--- src/fps_consts.svh ---
// Constants for the fault protection sequencer.
`ifndef FPS_CONSTS_SVH
`define FPS_CONSTS_SVH
`define FPS_CYC_CNT_W   4
`define FPS_OCP_RST     1'b0
`define FPS_GATE_RST    1'b0
`define FPS_STARTUP_RST 1'b1
`define FPS_HICCUP_RST  4'h0
`endif

--- src/fps_pkg.sv ---
// Types for the fault protection sequencer.
package fps_pkg;
  typedef enum logic [2:0] {
    FPS_OFF,
    FPS_RUN,
    FPS_WARN,
    FPS_OC_STOP,
    FPS_OT_STOP,
    FPS_OT_DRAIN
  } fps_state_t;
endpackage

--- src/fps_edge.sv ---
`timescale 1ns/100ps
// Rising-edge detector for the gate drive request, marking switching cycle starts.
module fps_edge
(
  input  wire logic ref_clk,
  input  wire logic srst,
  input  wire logic ce,
  input  wire logic level,
  output logic      rise
);
  // Previous sample of the level.
  typedef struct packed
  {
    logic prev;
  } fps_edge_st_t;
  fps_edge_st_t st_r;
  fps_edge_st_t st_nxt;

  // Combinational next state.
  always_comb
  begin
    st_nxt      = st_r;
    st_nxt.prev = level;
  end

  // State register, frozen while the clock enable is low.
  always_ff @(posedge ref_clk)
  begin
    if (srst)
    begin
      st_r <= '0;
    end
    else if (ce)
    begin
      st_r <= st_nxt;
    end
  end

  // Pulse is combinational so the caller registers it with its own state.
  assign rise = ce && level && !st_r.prev;
endmodule

--- src/fps_top.sv ---
`timescale 1ns/100ps
// Fault protection sequencer: overcurrent filter, thermal shutdown and hiccup restart.
`include "fps_consts.svh"

// Behaviour
// - Watch overcurrent comparator flag continuously.
// - First overcurrent trip enters warning state.
// - Clean next cycle returns to run.
// - Second trip next cycle stops switching.
// - Overcurrent stop holds until supply below restart.
// - Start-up generator stays on during stop.
// - Overtemperature stops switching, recycles supply.
// - Overtemperature clear resumes unless supply below turn-off.
// - Else discharge to restart, recharge, then start.
// - Undervoltage lockout forces gate drive low.
module fps_top
  import fps_pkg::*;
(
  input  wire logic ref_clk,
  input  wire logic srst,
  input  wire logic ce,
  input  wire logic pwm_req,
  input  wire logic oc_flag,
  input  wire logic ot_flag,
  input  wire logic above_on_level,
  input  wire logic above_off_level,
  input  wire logic below_restart_level,
  output logic      gate_en,
  output logic      startup_en,
  output logic      fault_oc,
  output logic      fault_ot
);
  // Whole state of the sequencer in one packed record.
  typedef struct packed
  {
    fps_state_t state;      // Protection state.
    logic       oc_seen;    // Overcurrent seen in the cycle after a warning.
    logic       gate;       // Registered gate enable.
    logic       startup;    // Registered start-up generator enable.
    logic       f_oc;       // Overcurrent stop indicator.
    logic       f_ot;       // Thermal stop indicator.
  } fps_st_t;
  fps_st_t st_r;
  fps_st_t st_nxt;
  logic    cyc_start;       // One-cycle pulse at each gate turn-on.
  logic    undervoltage_lockout;            // Undervoltage lockout, supply below turn-off.

  // Gate turn-on edges mark switching cycle boundaries.
  fps_edge u_edge
  (
    .ref_clk (ref_clk),
    .srst    (srst),
    .ce      (ce),
    .level   (pwm_req && st_r.state inside {FPS_RUN, FPS_WARN}),
    .rise    (cyc_start)
  );

  assign undervoltage_lockout = !above_off_level;

  // Supply management used by the thermal stop state: charge up from restart level.
  function automatic logic charge_need(input logic on_lvl, input logic cur);
    // Start-up generator charges until turn-on level, then lets supply sag.
    charge_need = on_lvl ? 1'b0 : cur;
  endfunction

  // Next-state logic of the protection sequencer.
  always_comb
  begin
    st_nxt = st_r;
    case (st_r.state)
      FPS_OFF:
      begin
        // Waiting for supply to reach turn-on level with the generator charging.
        st_nxt.startup = 1'b1;
        if (above_on_level && !ot_flag)
        begin
          st_nxt.state   = FPS_RUN;
          st_nxt.startup = 1'b0;
        end
      end
      FPS_RUN:
      begin
        if (oc_flag)
        begin
          st_nxt.state   = FPS_WARN;
          st_nxt.oc_seen = 1'b0;
        end
      end
      FPS_WARN:
      begin
        // The warning window runs from the trip up to the next gate turn-on.
        if (oc_flag && !cyc_start)
        begin
          st_nxt.oc_seen = 1'b1;
        end
        if (cyc_start)
        begin
          if (st_r.oc_seen)
          begin
            st_nxt.state = FPS_OC_STOP;
          end
          else
          begin
            st_nxt.state = FPS_RUN;
          end
          st_nxt.oc_seen = 1'b0;
        end
      end
      FPS_OC_STOP:
      begin
        st_nxt.startup = 1'b1;
        if (below_restart_level)
        begin
          st_nxt.state = FPS_OFF;
        end
      end
      FPS_OT_STOP:
      begin
        // Cycle supply between turn-on and restart levels to keep alive.
        if (below_restart_level)
        begin
          st_nxt.startup = 1'b1;
        end
        else
        begin
          st_nxt.startup = charge_need(above_on_level, st_r.startup);
        end
        if (!ot_flag)
        begin
          if (above_off_level)
          begin
            st_nxt.state   = FPS_RUN;
            st_nxt.startup = 1'b0;
          end
          else
          begin
            st_nxt.state   = FPS_OT_DRAIN;
            st_nxt.startup = 1'b0;
          end
        end
      end
      FPS_OT_DRAIN:
      begin
        // Let supply discharge to restart level, then recharge via the off state.
        st_nxt.startup = 1'b0;
        if (below_restart_level)
        begin
          st_nxt.state = FPS_OFF;
        end
      end
      default:
      begin
        st_nxt.state = FPS_OFF;
      end
    endcase
    // Thermal shutdown overrides every switching state.
    if (ot_flag && st_nxt.state inside {FPS_RUN, FPS_WARN, FPS_OFF})
    begin
      st_nxt.state = FPS_OT_STOP;
    end
    // Undervoltage lockout drops the switcher back to the off state.
    if (undervoltage_lockout && st_nxt.state inside {FPS_RUN, FPS_WARN})
    begin
      st_nxt.state = FPS_OFF;
    end
    // The generator follows the state actually entered, so the off state reached through the
    // undervoltage override charges the supply from its very first cycle.
    if (st_nxt.state == FPS_OFF || st_nxt.state == FPS_OC_STOP)
    begin
      st_nxt.startup = 1'b1;
    end
    else if (st_nxt.state == FPS_OT_STOP)
    begin
      st_nxt.startup = below_restart_level ? 1'b1
                       : charge_need(above_on_level, st_r.startup);
    end
    else
    begin
      st_nxt.startup = 1'b0;
    end
    st_nxt.gate = pwm_req && !undervoltage_lockout
                  && (st_nxt.state == FPS_RUN || st_nxt.state == FPS_WARN);
    st_nxt.f_oc = st_nxt.state == FPS_OC_STOP;
    st_nxt.f_ot = st_nxt.state inside {FPS_OT_STOP, FPS_OT_DRAIN};
  end

  // State register; the clock enable freezes everything.
  always_ff @(posedge ref_clk)
  begin
    if (srst)
    begin
      st_r.state   <= FPS_OFF;
      st_r.oc_seen <= `FPS_OCP_RST;
      st_r.gate    <= `FPS_GATE_RST;
      st_r.startup <= `FPS_STARTUP_RST;
      st_r.f_oc    <= 1'b0;
      st_r.f_ot    <= 1'b0;
    end
    else if (ce)
    begin
      st_r <= st_nxt;
    end
  end

  // Outputs come straight from flip-flops.
  assign gate_en    = st_r.gate;
  assign startup_en = st_r.startup;
  assign fault_oc   = st_r.f_oc;
  assign fault_ot   = st_r.f_ot;

  // Gate is off from the cycle after the supply is seen below turn-off.
  a_gate_undervoltage_lockout_low: assert property (@(posedge ref_clk) disable iff (srst)
    ce && undervoltage_lockout |=> !gate_en) else $error("gate on under lockout");

  // Overcurrent stop keeps gate off and generator on.
  a_ocstop_hold: assert property (@(posedge ref_clk) disable iff (srst)
    fault_oc |-> !gate_en && startup_en) else $error("oc stop not held");

  // Thermal fault blocks switching.
  a_ot_no_gate: assert property (@(posedge ref_clk) disable iff (srst)
    fault_ot |-> !gate_en) else $error("gate on in thermal stop");

  // A trip while running enters the warning state unless a thermal fault or lockout overrides it.
  a_oc_to_warn: assert property (@(posedge ref_clk) disable iff (srst)
    ce && st_r.state == FPS_RUN && oc_flag && !ot_flag && !undervoltage_lockout
    |=> st_r.state == FPS_WARN) else $error("no warning on trip");

  // Clean cycle after warning returns to run.
  a_warn_clear: assert property (@(posedge ref_clk) disable iff (srst)
    ce && st_r.state == FPS_WARN && cyc_start && !st_r.oc_seen && !ot_flag && !undervoltage_lockout
    |=> st_r.state == FPS_RUN) else $error("warning not cleared");

  // Second trip ends in overcurrent stop.
  a_warn_fault: assert property (@(posedge ref_clk) disable iff (srst)
    ce && st_r.state == FPS_WARN && cyc_start && st_r.oc_seen && !ot_flag
    |=> fault_oc) else $error("no stop on second trip");

  // Overcurrent stop leaves only through restart level.
  a_ocstop_exit: assert property (@(posedge ref_clk) disable iff (srst)
    $fell(fault_oc) |-> $past(below_restart_level)) else $error("early oc exit");

  // Thermal clear with healthy supply resumes.
  a_ot_resume: assert property (@(posedge ref_clk) disable iff (srst)
    ce && st_r.state == FPS_OT_STOP && !ot_flag && above_off_level
    |=> st_r.state == FPS_RUN) else $error("no thermal resume");
endmodule

--- config.mk ---
export PLATFORM = sky130hd
export DESIGN_NAME = fps_top
export DESIGN_NICKNAME = d
export VERILOG_FILES = /design/src/fps_pkg.sv /design/src/fps_edge.sv /design/src/fps_top.sv
export VERILOG_INCLUDE_DIRS = /design/src
export SDC_FILE = /design/constraint.sdc
export NUM_CORES = 1
export LEC_CHECK = 0
export BUFFER_PORTS_ARGS = -buffer_cell sky130_fd_sc_hd__buf_2
export CAP_MARGIN = 0
export CORE_ASPECT_RATIO = 0.9
export CORE_MARGIN = 2
export CORE_UTILIZATION = 40
export DETAILED_ROUTE_END_ITERATION = 16
export HOLD_SLACK_MARGIN = 0.08
export PLACE_DENSITY = 0.6
export SYNTH_ARGS = -nofsm -noshare
export SYNTH_HDL_FRONTEND = slang
export SYNTH_SLANG_ARGS = --single-unit
--- constraint.sdc ---
create_clock -name ref_clk -period 3.86 [get_ports ref_clk]
set_input_delay 1.158 -clock ref_clk [delete_from_list [all_inputs] [get_ports ref_clk]]
set_output_delay 1.158 -clock ref_clk [all_outputs]
set_load 0.01 [all_outputs]
==> flow_metrics.py, run 1 <==
metrics = {
    "outcome": {
        "status": "complete, no violations",
    },
    "cells_and_area": {
        "fin_nets": 90,
        "n_fill_cell": 148,
        "fin_util_pct": 46.6,
        "diodes": 0,
        "syn_to_final_growth_pct": 11.4,
        "final_area_um2": 659,
        "layout-drive-gt1-share_pct": 30.0,
    },
    "yosys": {
        "synth_top_area_cell": "dfxtp_1",
        "yosysWarnings": 0,
        "ys_ff_latch": 9,
        "ys_top_cells_by_area": "dfxtp_1, a21oi_1, nor2_1",
        "syn_avg_cell_area_um2": 8.58,
        "syn-num-nets": 78,
        "yosysTopAreaCellShare_pct": 30.4,
        "syn_area_um2": 592,
        "ys_seq_area_share_pct": 30.4,
        "syn_inst": 69,
        "ys_types": 36,
    },
    "sta": {
        "clock_skew_ns": 0.000667,
        "slew_headroom_pct": 69.3,
        "holdWs_ns": 0.457,
        "fin_crit_ns": 2.52,
        "fmax_ghz": 0.397,
        "setup_slack_ns": 1.34,
        "period_share_pct": 65.2,
        "worst_pin_slew_ns": 0.459,
        "setup_violations": 0,
        "hold_viol": 0,
        "rsz0062_at_grt": "no",
        "fin_tns_setup_ns": 0,
        "maxSlewViolCount": 0,
    },
    "detailed_routing": {
        "antenna_left": 0,
        "avgViaCountPerCell": 5.58,
        "drt_iter0_drc": 6,
        "vias": 530,
        "drt_pass1_iterations": 4,
        "wl_um": 1330,
        "wl_per_cell_um": 14.0,
        "drc": 0,
    },
    "cts": {
        "htreeDepth": 1,
        "cts_tree": "built",
        "cts-root-buf": "clkbuf_4",
        "cts_sinks": 9,
        "cts_buffers": 3,
        "hold_buffers": 0,
        "clk_pin_slew_ns": 0.06,
        "postCtsSetupRepairBufs": 0,
        "clockBufferDepth": 2,
        "clk_latency_ns": 0.27,
        "ctsResizeCount": 0,
    },
    "placed_design": {
        "dpl-instance-area_um2": 632,
        "dp_slack_ns": 1.05,
        "port_buffers": 12,
        "finalWeightedCongestion": 0.763,
    },
    "hold_path": {
        "holdCritPathClass": "flip-flop to flip-flop",
    },
    "global_route": {
        "grt_max_degree": 11,
        "grt_pass1_vias": 463,
        "grtUsageTotal_pct": 17.7,
        "grt_pass1_wl_um": 2180,
        "overflow": 0,
        "antenna_found_initial": 0,
    },
    "critical_path": {
        "critPathLaunchType": "input pin",
        "endpoint_kind": "flip-flop",
        "critical_path_class": "input pin to flip-flop",
        "arrival_ns": 2.66,
        "crit_required_ns": 4.01,
        "crit_fanout": 10,
    },
    "power_and_ir_drop": {
        "peakVddDrop_uv": 155,
        "power.density_nw_per_um2": 321,
        "p_leak_nw": 0.239,
    },
    "floorplanning": {
        "coreArea_um2": 1420,
        "initial_core_util_pct": 41.8,
        "dieArea_um2": 1800,
        "num_rows": 13,
        "die_h_um": 40.5,
        "die_w_um": 44.5,
        "pin_count": 13,
    },
    "flow_run": {
        "drv_cap": 0,
    },
}
-- cells in the final DEF (no fill, tap or decap), drive strengths merged, types with 2 or more instances in the layout --
master   n
buf     12
dfxtp    9
nor2     7
nand2    6
a21oi    6
o21a     3
nor3     3
clkbuf   3
nand2b   2
o32a     2
a31oi    2
nand3    2
nor2b    2
clkinv   2
-- logic make-up after synthesis --
| family | count (synthesis) | share of synthesized area (%) |
|---|---|---|
| AOI/OAI and AO/OA | 21 | 29.0 |
| DFF | 9 | 30.4 |
| muxes | 1 | 2.54 |
| buffers and inverters | 7 | 8.24 |
| and+or+nand+nor | 29 | 26.9 |
| xor gates and xnor gates | 2 | 2.96 |
-- through the flow --
step | total power (W) | std cells
floorplan | 0.000128 | 69
global placement | 0.000138 | 91
detailed placement | 0.000139 | 91
CTS | 0.000215 | 95
global route | 0.000223 | 95
finish | 0.000212 | 95
-- sequential cells by signal (all words and copies together), names as in the netlist --
name and count:
fault_oc 1, fault_ot 1, gate_en 1, st_r 4, startup_en 1, u_edge.st_r 1
-- routing by layer --
layer  track usage [%]  vias up  wire, µm
met5                 0        -         0
met4              4.55        0         8
met1              21.4      239       647
met3              8.11        2        58
li1                  -      280         -
met2              28.6        9       617
-- area by class of cell --
cell class              count  area, µm²  share of cell area [%]
clock inverters             1       5.00                   0.759
flip-flops and latches      9        180                    27.3
inverters                   2       10.0                    1.52
multi-input cells          53        363                    55.0
clock buffers               3       22.5                    3.42
well taps                  15       18.8                    2.85
repair buffers             12       60.1                    9.11
-- worst paths after layout --
path                 start    endpoint  slack [ns]  cells after the start
setup / recovery        ce  startup_en        1.34                      7
setup reg to reg   st_r[6]  startup_en        1.79                      6
hold reg to reg   fault_ot    fault_ot        0.46                      1
hold / removal    fault_ot    fault_ot        0.46                      1
-- critical path: stages --
cell and delay (ns):
buf_2 0.17, nand2_1 0.06, or4_4 0.42, o221a_4 0.29, a21o_2 0.20, a221oi_2 0.25, o31ai_2 0.10
-- report_power, final --
group          switching (W)  internal (W)
Clock              0.0000363     0.0000384
Combinational      0.0000197     0.0000166
Sequential        0.00000471     0.0000961
-- synthesized netlist by cell type --
cell,count
nand3b_1,1
or4_4,1
o221a_4,1
nand4_1,1
o21a_1,3
o31ai_2,1
a221oi_2,1
a211oi_1,1
nand3_1,2
dfxtp_1,9
o32a_1,2
o2111ai_1,1
a21oi_1,6
nor4bb_1,1
and2_2,1
clkinv_1,1
xnor2_1,1
nand2b_1,2
mux2_4,1
or3b_1,1
nand2_1,6
nor3_1,3
clkbuf_1,1
buf_2,1
nor2_1,7
o21ai_0,1
buf_1,1
a31oi_1,2
buf_6,1
buf_8,1
nor2b_1,2
xor2_1,1
a21o_2,1
a311oi_1,1
nor4b_1,1
inv_4,1
No activity file was read; power rests on OpenSTA's default activity.
==> run 2, diff against run 1 <==
==> constraint.sdc (replaced) <==
create_clock -name ref_clk -period 2.4 [get_ports ref_clk]
set_input_delay 0.72 -clock ref_clk [delete_from_list [all_inputs] [get_ports ref_clk]]
set_output_delay 0.72 -clock ref_clk [all_outputs]
set_load 0.01 [all_outputs]
==> flow_metrics.py, run 2 (same netlist as run 1, synthesis figures left out) <==
metrics = {
    "global_route": {
        "grtUsageTotal_pct": 17.0,
        "antenna_found_initial": 0,
        "grt_pass1_vias": 497,
        "grt_pass1_wl_um": 2190,
        "grt_max_degree": 11,
        "overflow": 0,
    },
    "cts": {
        "ctsResizeCount": 0,
        "postCtsSetupRepairBufs": 0,
        "htreeDepth": 1,
        "clockBufferDepth": 2,
        "cts_sinks": 9,
        "clk_pin_slew_ns": 0.06,
        "cts-root-buf": "clkbuf_4",
        "clk_latency_ns": 0.26,
        "hold_buffers": 0,
        "cts_buffers": 3,
        "cts_tree": "built",
    },
    "sta": {
        "maxSlewViolCount": 0,
        "clock_skew_ns": 0.00176,
        "fin_tns_setup_ns": 0,
        "slew_headroom_pct": 72.8,
        "hold_viol": 0,
        "holdWs_ns": 0.452,
        "period_share_pct": 84.5,
        "fmax_ghz": 0.493,
        "worst_pin_slew_ns": 0.402,
        "rsz0062_at_grt": "no",
        "fin_crit_ns": 2.03,
        "setup_violations": 0,
    },
    "floorplanning": {
        "die_w_um": 44.5,
        "pin_count": 13,
        "dieArea_um2": 1800,
        "die_h_um": 40.5,
        "coreArea_um2": 1420,
        "num_rows": 13,
        "initial_core_util_pct": 41.8,
    },
    "critical_path": {
        "arrival_ns": 2.17,
        "crit_path_start": "st_r[6]",
        "crit_fanout": 8,
        "cp_cell_sequence": "inv_4 -> or4_4 -> o221a_4 -> a21o_2 -> a221oi_2 -> o31ai_2",
        "cp_top_family": "compound AO/OA/AOI/OAI gates",
        "slowest_stage": "dfxtp_1",
        "cp_slowest_stage_delay_ns": 0.54,
        "critPathLaunchType": "flip-flop",
        "endpoint_kind": "flip-flop",
        "cp_num_buf_inv": 1,
        "crit_required_ns": 2.55,
        "timing.rr.start": "st_r[6]",
        "critical_path_class": "flip-flop to flip-flop",
    },
    "detailed_routing": {
        "drt_iter0_drc": 1,
        "drc": 0,
        "wl_um": 1310,
        "avgViaCountPerCell": 5.67,
        "drt_pass1_iterations": 3,
        "antenna_left": 0,
        "vias": 550,
        "wl_per_cell_um": 13.5,
    },
    "cells_and_area": {
        "syn_to_final_growth_pct": 14.0,
        "layout_common_cells": "buf_2, dfxtp_1, nor2_1, nand2_1, a21oi_1",
        "fin_nets": 92,
        "diodes": 0,
        "mostFrequentLayoutCell": "buf_2",
        "largest_register_ffs": 4,
        "max_flop_register": "st_r",
        "layout-drive-gt1-share_pct": 31.7,
    },
    "hold_path": {
        "hp-start": "fault_ot",
        "holdCritPathClass": "flip-flop to flip-flop",
    },
    "placed_design": {
        "hpwl_um": 987,
        "port_buffers": 12,
        "finalWeightedCongestion": 0.763,
    },
    "outcome": {
        "status": "complete, no violations",
    },
    "power_and_ir_drop": {
        "p_leak_nw": 0.249,
        "power.total_w": 0.000341,
        "power.density_nw_per_um2": 506,
        "peakVddDrop_uv": 322,
    },
    "flow_run": {
        "drv_cap": 0,
    },
}
-- run 2: changes by cell type in the layout (fill, tap and decap cells not counted), sizes merged --
cell / before / now
buf: 12 / 14
-- run 2: stage by stage --
step	std cells	utilization (%)	setup slack, ns	cell area, µm²
finish	97	47.7	0.371	674
global route	97	47.7	0.280	674
CTS	97	47.7	0.390	674
detailed placement	93	45.7	0.142	647
global placement	93	45.7	0.157	647
floorplan	69	-	0.146	592
-- run 2: final cells by class --
cell class                      count  area [µm²]
Clock inverter                      1        5.00
Timing Repair Buffer               14        75.1
Multi-Input combinational cell     53         363
Sequential cell                     9         180
Fill cell                         153         741
Tap cell                           15        18.8
Inverter                            2        10.0
Clock buffer                        3        22.5
-- run 2: final timing paths --
check | to | slack (ns) | cells past startpoint
worst max register to register | startup_en | 0.37 | 6
worst min-delay path | fault_ot | 0.45 | 1
worst max-delay path | startup_en | 0.37 | 6
worst min register to register | fault_ot | 0.45 | 1
-- run 2: worst reg2reg max path, delay by kind of cell (launching register included) --
family          cells  cell delay (ns)
compound gates      4             0.82
flops               1             0.54
simple gates        1             0.49
buf+inv             1             0.06
-- run 2: power by group --
part           switching (W)  internal [W]
logic              0.0000321     0.0000293
registers         0.00000752      0.000155
clock network      0.0000561     0.0000616
-- run 2: layer usage --
| layer | global-route usage (%) | wire [µm] |
|---|---|---|
| met1 | 22.0 | 648 |
| met2 | 27.2 | 591 |
| met3 | 7.21 | 65 |
| met4 | 1.52 | 0 |
| met5 | 0 | 0 |
==> run 3, diff against run 2 <==
--- a/config.mk
+++ b/config.mk
@@ -6,6 +6,7 @@
 export SDC_FILE = /design/constraint.sdc
 export NUM_CORES = 1
 export LEC_CHECK = 0
+export ABC_AREA = 1
 export BUFFER_PORTS_ARGS = -buffer_cell sky130_fd_sc_hd__buf_2
 export CAP_MARGIN = 0
 export CORE_ASPECT_RATIO = 0.9
@@ -13,7 +14,7 @@
 export CORE_UTILIZATION = 40
 export DETAILED_ROUTE_END_ITERATION = 16
 export HOLD_SLACK_MARGIN = 0.08
-export PLACE_DENSITY = 0.6
+export PLACE_DENSITY = 0.61
 export SYNTH_ARGS = -nofsm -noshare
 export SYNTH_HDL_FRONTEND = slang
 export SYNTH_SLANG_ARGS = --single-unit
==> constraint.sdc (replaced) <==
create_clock -name ref_clk -period 1.8 [get_ports ref_clk]
set_input_delay 0.54 -clock ref_clk [delete_from_list [all_inputs] [get_ports ref_clk]]
set_output_delay 0.54 -clock ref_clk [all_outputs]
set_load 0.01 [all_outputs]
==> flow_metrics.py, run 3 <==
metrics = {
    "sta": {
        "period_share_pct": 95.5,
        "worst_pin_slew_ns": 0.245,
        "maxSlewViolCount": 0,
        "fmax_ghz": 0.582,
        "slew_headroom_pct": 83.6,
        "hold_viol": 0,
        "clock_skew_ns": 0.00359,
        "fin_tns_setup_ns": 0,
        "holdWs_ns": 0.466,
        "fin_crit_ns": 1.72,
        "setup_violations": 0,
        "rsz0062_at_grt": "yes",
    },
    "yosys": {
        "synth_common_cells": "nand2_1, inv_1, nand3_1",
        "async_flop_share_pct": 0,
        "yosysWarnings": 0,
        "synth-xor-area-share_pct": 0,
        "synthFlopType": "dfxtp_1",
        "yosysTopAreaCellShare_pct": 26.7,
        "synth.mux.area_fraction_pct": 0,
        "syn_avg_cell_area_um2": 6.69,
        "synth_top_family_by_area": "simple AND/OR/NAND/NOR gates",
        "ys_seq_area_share_pct": 26.7,
        "yosysMostFrequentCell": "nand2_1",
        "syn_area_um2": 676,
        "synth_top_area_cell": "dfxtp_1",
        "synth-simple-area-share_pct": 40.6,
        "synth-compound-area-share_pct": 20.6,
        "ys_types": 24,
        "synthAdderAreaFrac_pct": 0,
        "ys_top_cells_by_area": "dfxtp_1, nand2_1, nand2_2",
        "syn_inst": 101,
        "ys_ff_latch": 9,
        "synth_edf_count": 0,
        "syn-num-nets": 110,
    },
    "cts": {
        "clockBufferDepth": 2,
        "cts_sinks": 9,
        "cts-root-buf": "clkbuf_4",
        "htreeDepth": 1,
        "hold_buffers": 0,
        "clk_pin_slew_ns": 0.06,
        "clk_latency_ns": 0.26,
        "cts_buffers": 3,
        "cts_tree": "built",
    },
    "global_route": {
        "grt_pass1_wl_um": 2950,
        "antenna_found_initial": 0,
        "grtUsageTotal_pct": 20.1,
        "overflow": 0,
        "grt_max_degree": 9,
        "grt_pass1_vias": 722,
    },
    "critical_path": {
        "r2r-end": "startup_en",
        "timing.rr.start": "st_r[7]",
        "crit_fanout": 6,
        "slowest_stage": "dfxtp_4",
        "crit_required_ns": 1.95,
        "cp_slowest_stage_delay_ns": 0.35,
        "reg2reg_depth": 14,
        "critPathLaunchType": "flip-flop",
        "critical_path_class": "flip-flop to flip-flop",
        "endpoint_kind": "flip-flop",
        "arrival_ns": 1.87,
        "cp_common_cell": "nand2_4",
        "r2r_slack_ns": 0.08,
        "cp_cell_sequence": "inv_4 -> nand2_4 -> nor2_4 -> nand4_4 -> clkinv_1 -> nand2_2 -> nand2_4 -> nand2_4 -> nand3_1 -> o211ai_2 -> nand3_2 -> nand2_2 -> a21oi_2 -> nand2_1",
    },
    "placed_design": {
        "dpl-instance-area_um2": 867,
        "port_buffers": 12,
        "hpwl_um": 1370,
        "finalWeightedCongestion": 0.852,
    },
    "cells_and_area": {
        "layout_common_cells": "nand2_1, buf_4, inv_1, buf_2, nand3_1",
        "max_flop_register": "st_r",
        "fin_nets": 145,
        "syn_to_final_growth_pct": 47.0,
        "layout-drive-gt1-share_pct": 48.9,
        "fin_util_pct": 61.0,
        "largest_register_ffs": 4,
        "final_area_um2": 993,
        "diodes": 0,
    },
    "floorplanning": {
        "die_h_um": 43.0,
        "dieArea_um2": 2030,
        "die_w_um": 47.3,
        "pin_count": 13,
        "coreArea_um2": 1630,
        "num_rows": 14,
        "initial_core_util_pct": 41.5,
    },
    "power_and_ir_drop": {
        "power.density_nw_per_um2": 578,
        "p_leak_nw": 0.473,
        "power.total_w": 0.000575,
        "peakVddDrop_uv": 357,
    },
    "flow_run": {
        "drv_cap": 0,
    },
    "detailed_routing": {
        "drt_iter0_drc": 25,
        "avgViaCountPerCell": 4.98,
        "vias": 792,
        "wl_per_cell_um": 11.8,
        "drt_pass1_iterations": 5,
        "antenna_left": 0,
        "drc": 0,
        "wl_um": 1870,
    },
    "hold_path": {
        "holdCritPathClass": "flip-flop to flip-flop",
        "whs_endpoint": "fault_ot",
        "hp-start": "fault_ot",
        "hold_path_depth": 2,
    },
    "outcome": {
        "status": "complete, no violations",
    },
}
-- run 3: changes by cell type in the layout (fill, tap and decap cells not counted), moves of 4 or more --
cell / change
nand3_1: +8
nand2_2: +5
nor2_2: +4
nand2_1: +13
buf_4: +17
inv_1: +13
nor2_1: -5
-- run 3: power by group --
part / total [W] / switching (W) / internal [W]
Clock: 0.000154 / 0.0000685 / 0.0000853
Combinational: 0.000198 / 0.000111 / 0.0000870
Sequential: 0.000223 / 0.0000134 / 0.000210
-- run 3: critical path: cells and delay by family, from the launching register on --
kind	cells	cell delay [ns]
compound gates	2	0.26
simple gates	10	0.85
buf+inv	2	0.16
flops	1	0.35
-- run 3: how the worst max path moves through the flow --
stage            start    endpoint
3_5_place_dp        ce  startup_en
3_3_place_gp        ce  startup_en
6_report       st_r[7]  startup_en
2_1_floorplan  oc_flag  startup_en
5_1_grt        st_r[7]  startup_en
4_1_cts        st_r[7]     st_r[7]
-- run 3: metal layers --
metal,vias to the layer above,global-route usage [%],part of all wire [%]
met3,4,2.55,3.8
met4,0,10.6,1.5
met2,22,29.5,48
met1,364,27.9,46
li1,402,-,-
met5,-,0,0
-- run 3: per-stage QoR --
stage               cells  worst slack (ns)
floorplan             101             0.128
global placement      151            -0.113
detailed placement    151            -0.150
CTS                   155            0.0304
global route          159           -0.0434
finish                159            0.0819
-- run 3: logic make-up after synthesis --
family,count (synthesis)
flops,9
compound gates,21
buf+inv,20
simple gates,51
-- run 3: cell type report --
| type | count | area, µm² |
|---|---|---|
| clock buffers | 4 | 26.3 |
| fillers | 152 | 636 |
| inverters | 19 | 76.3 |
| multi-input cells | 72 | 467 |
| repair buffers | 31 | 203 |
| flip-flops and latches | 9 | 191 |
| well taps | 24 | 30.0 |
-- run 3: timing repair --
item	CTS	global route
resized for setup	2	18
buffers inserted	0	4
cloned	0	0
setup endpoints to repair	2	6
pin swaps	0	10
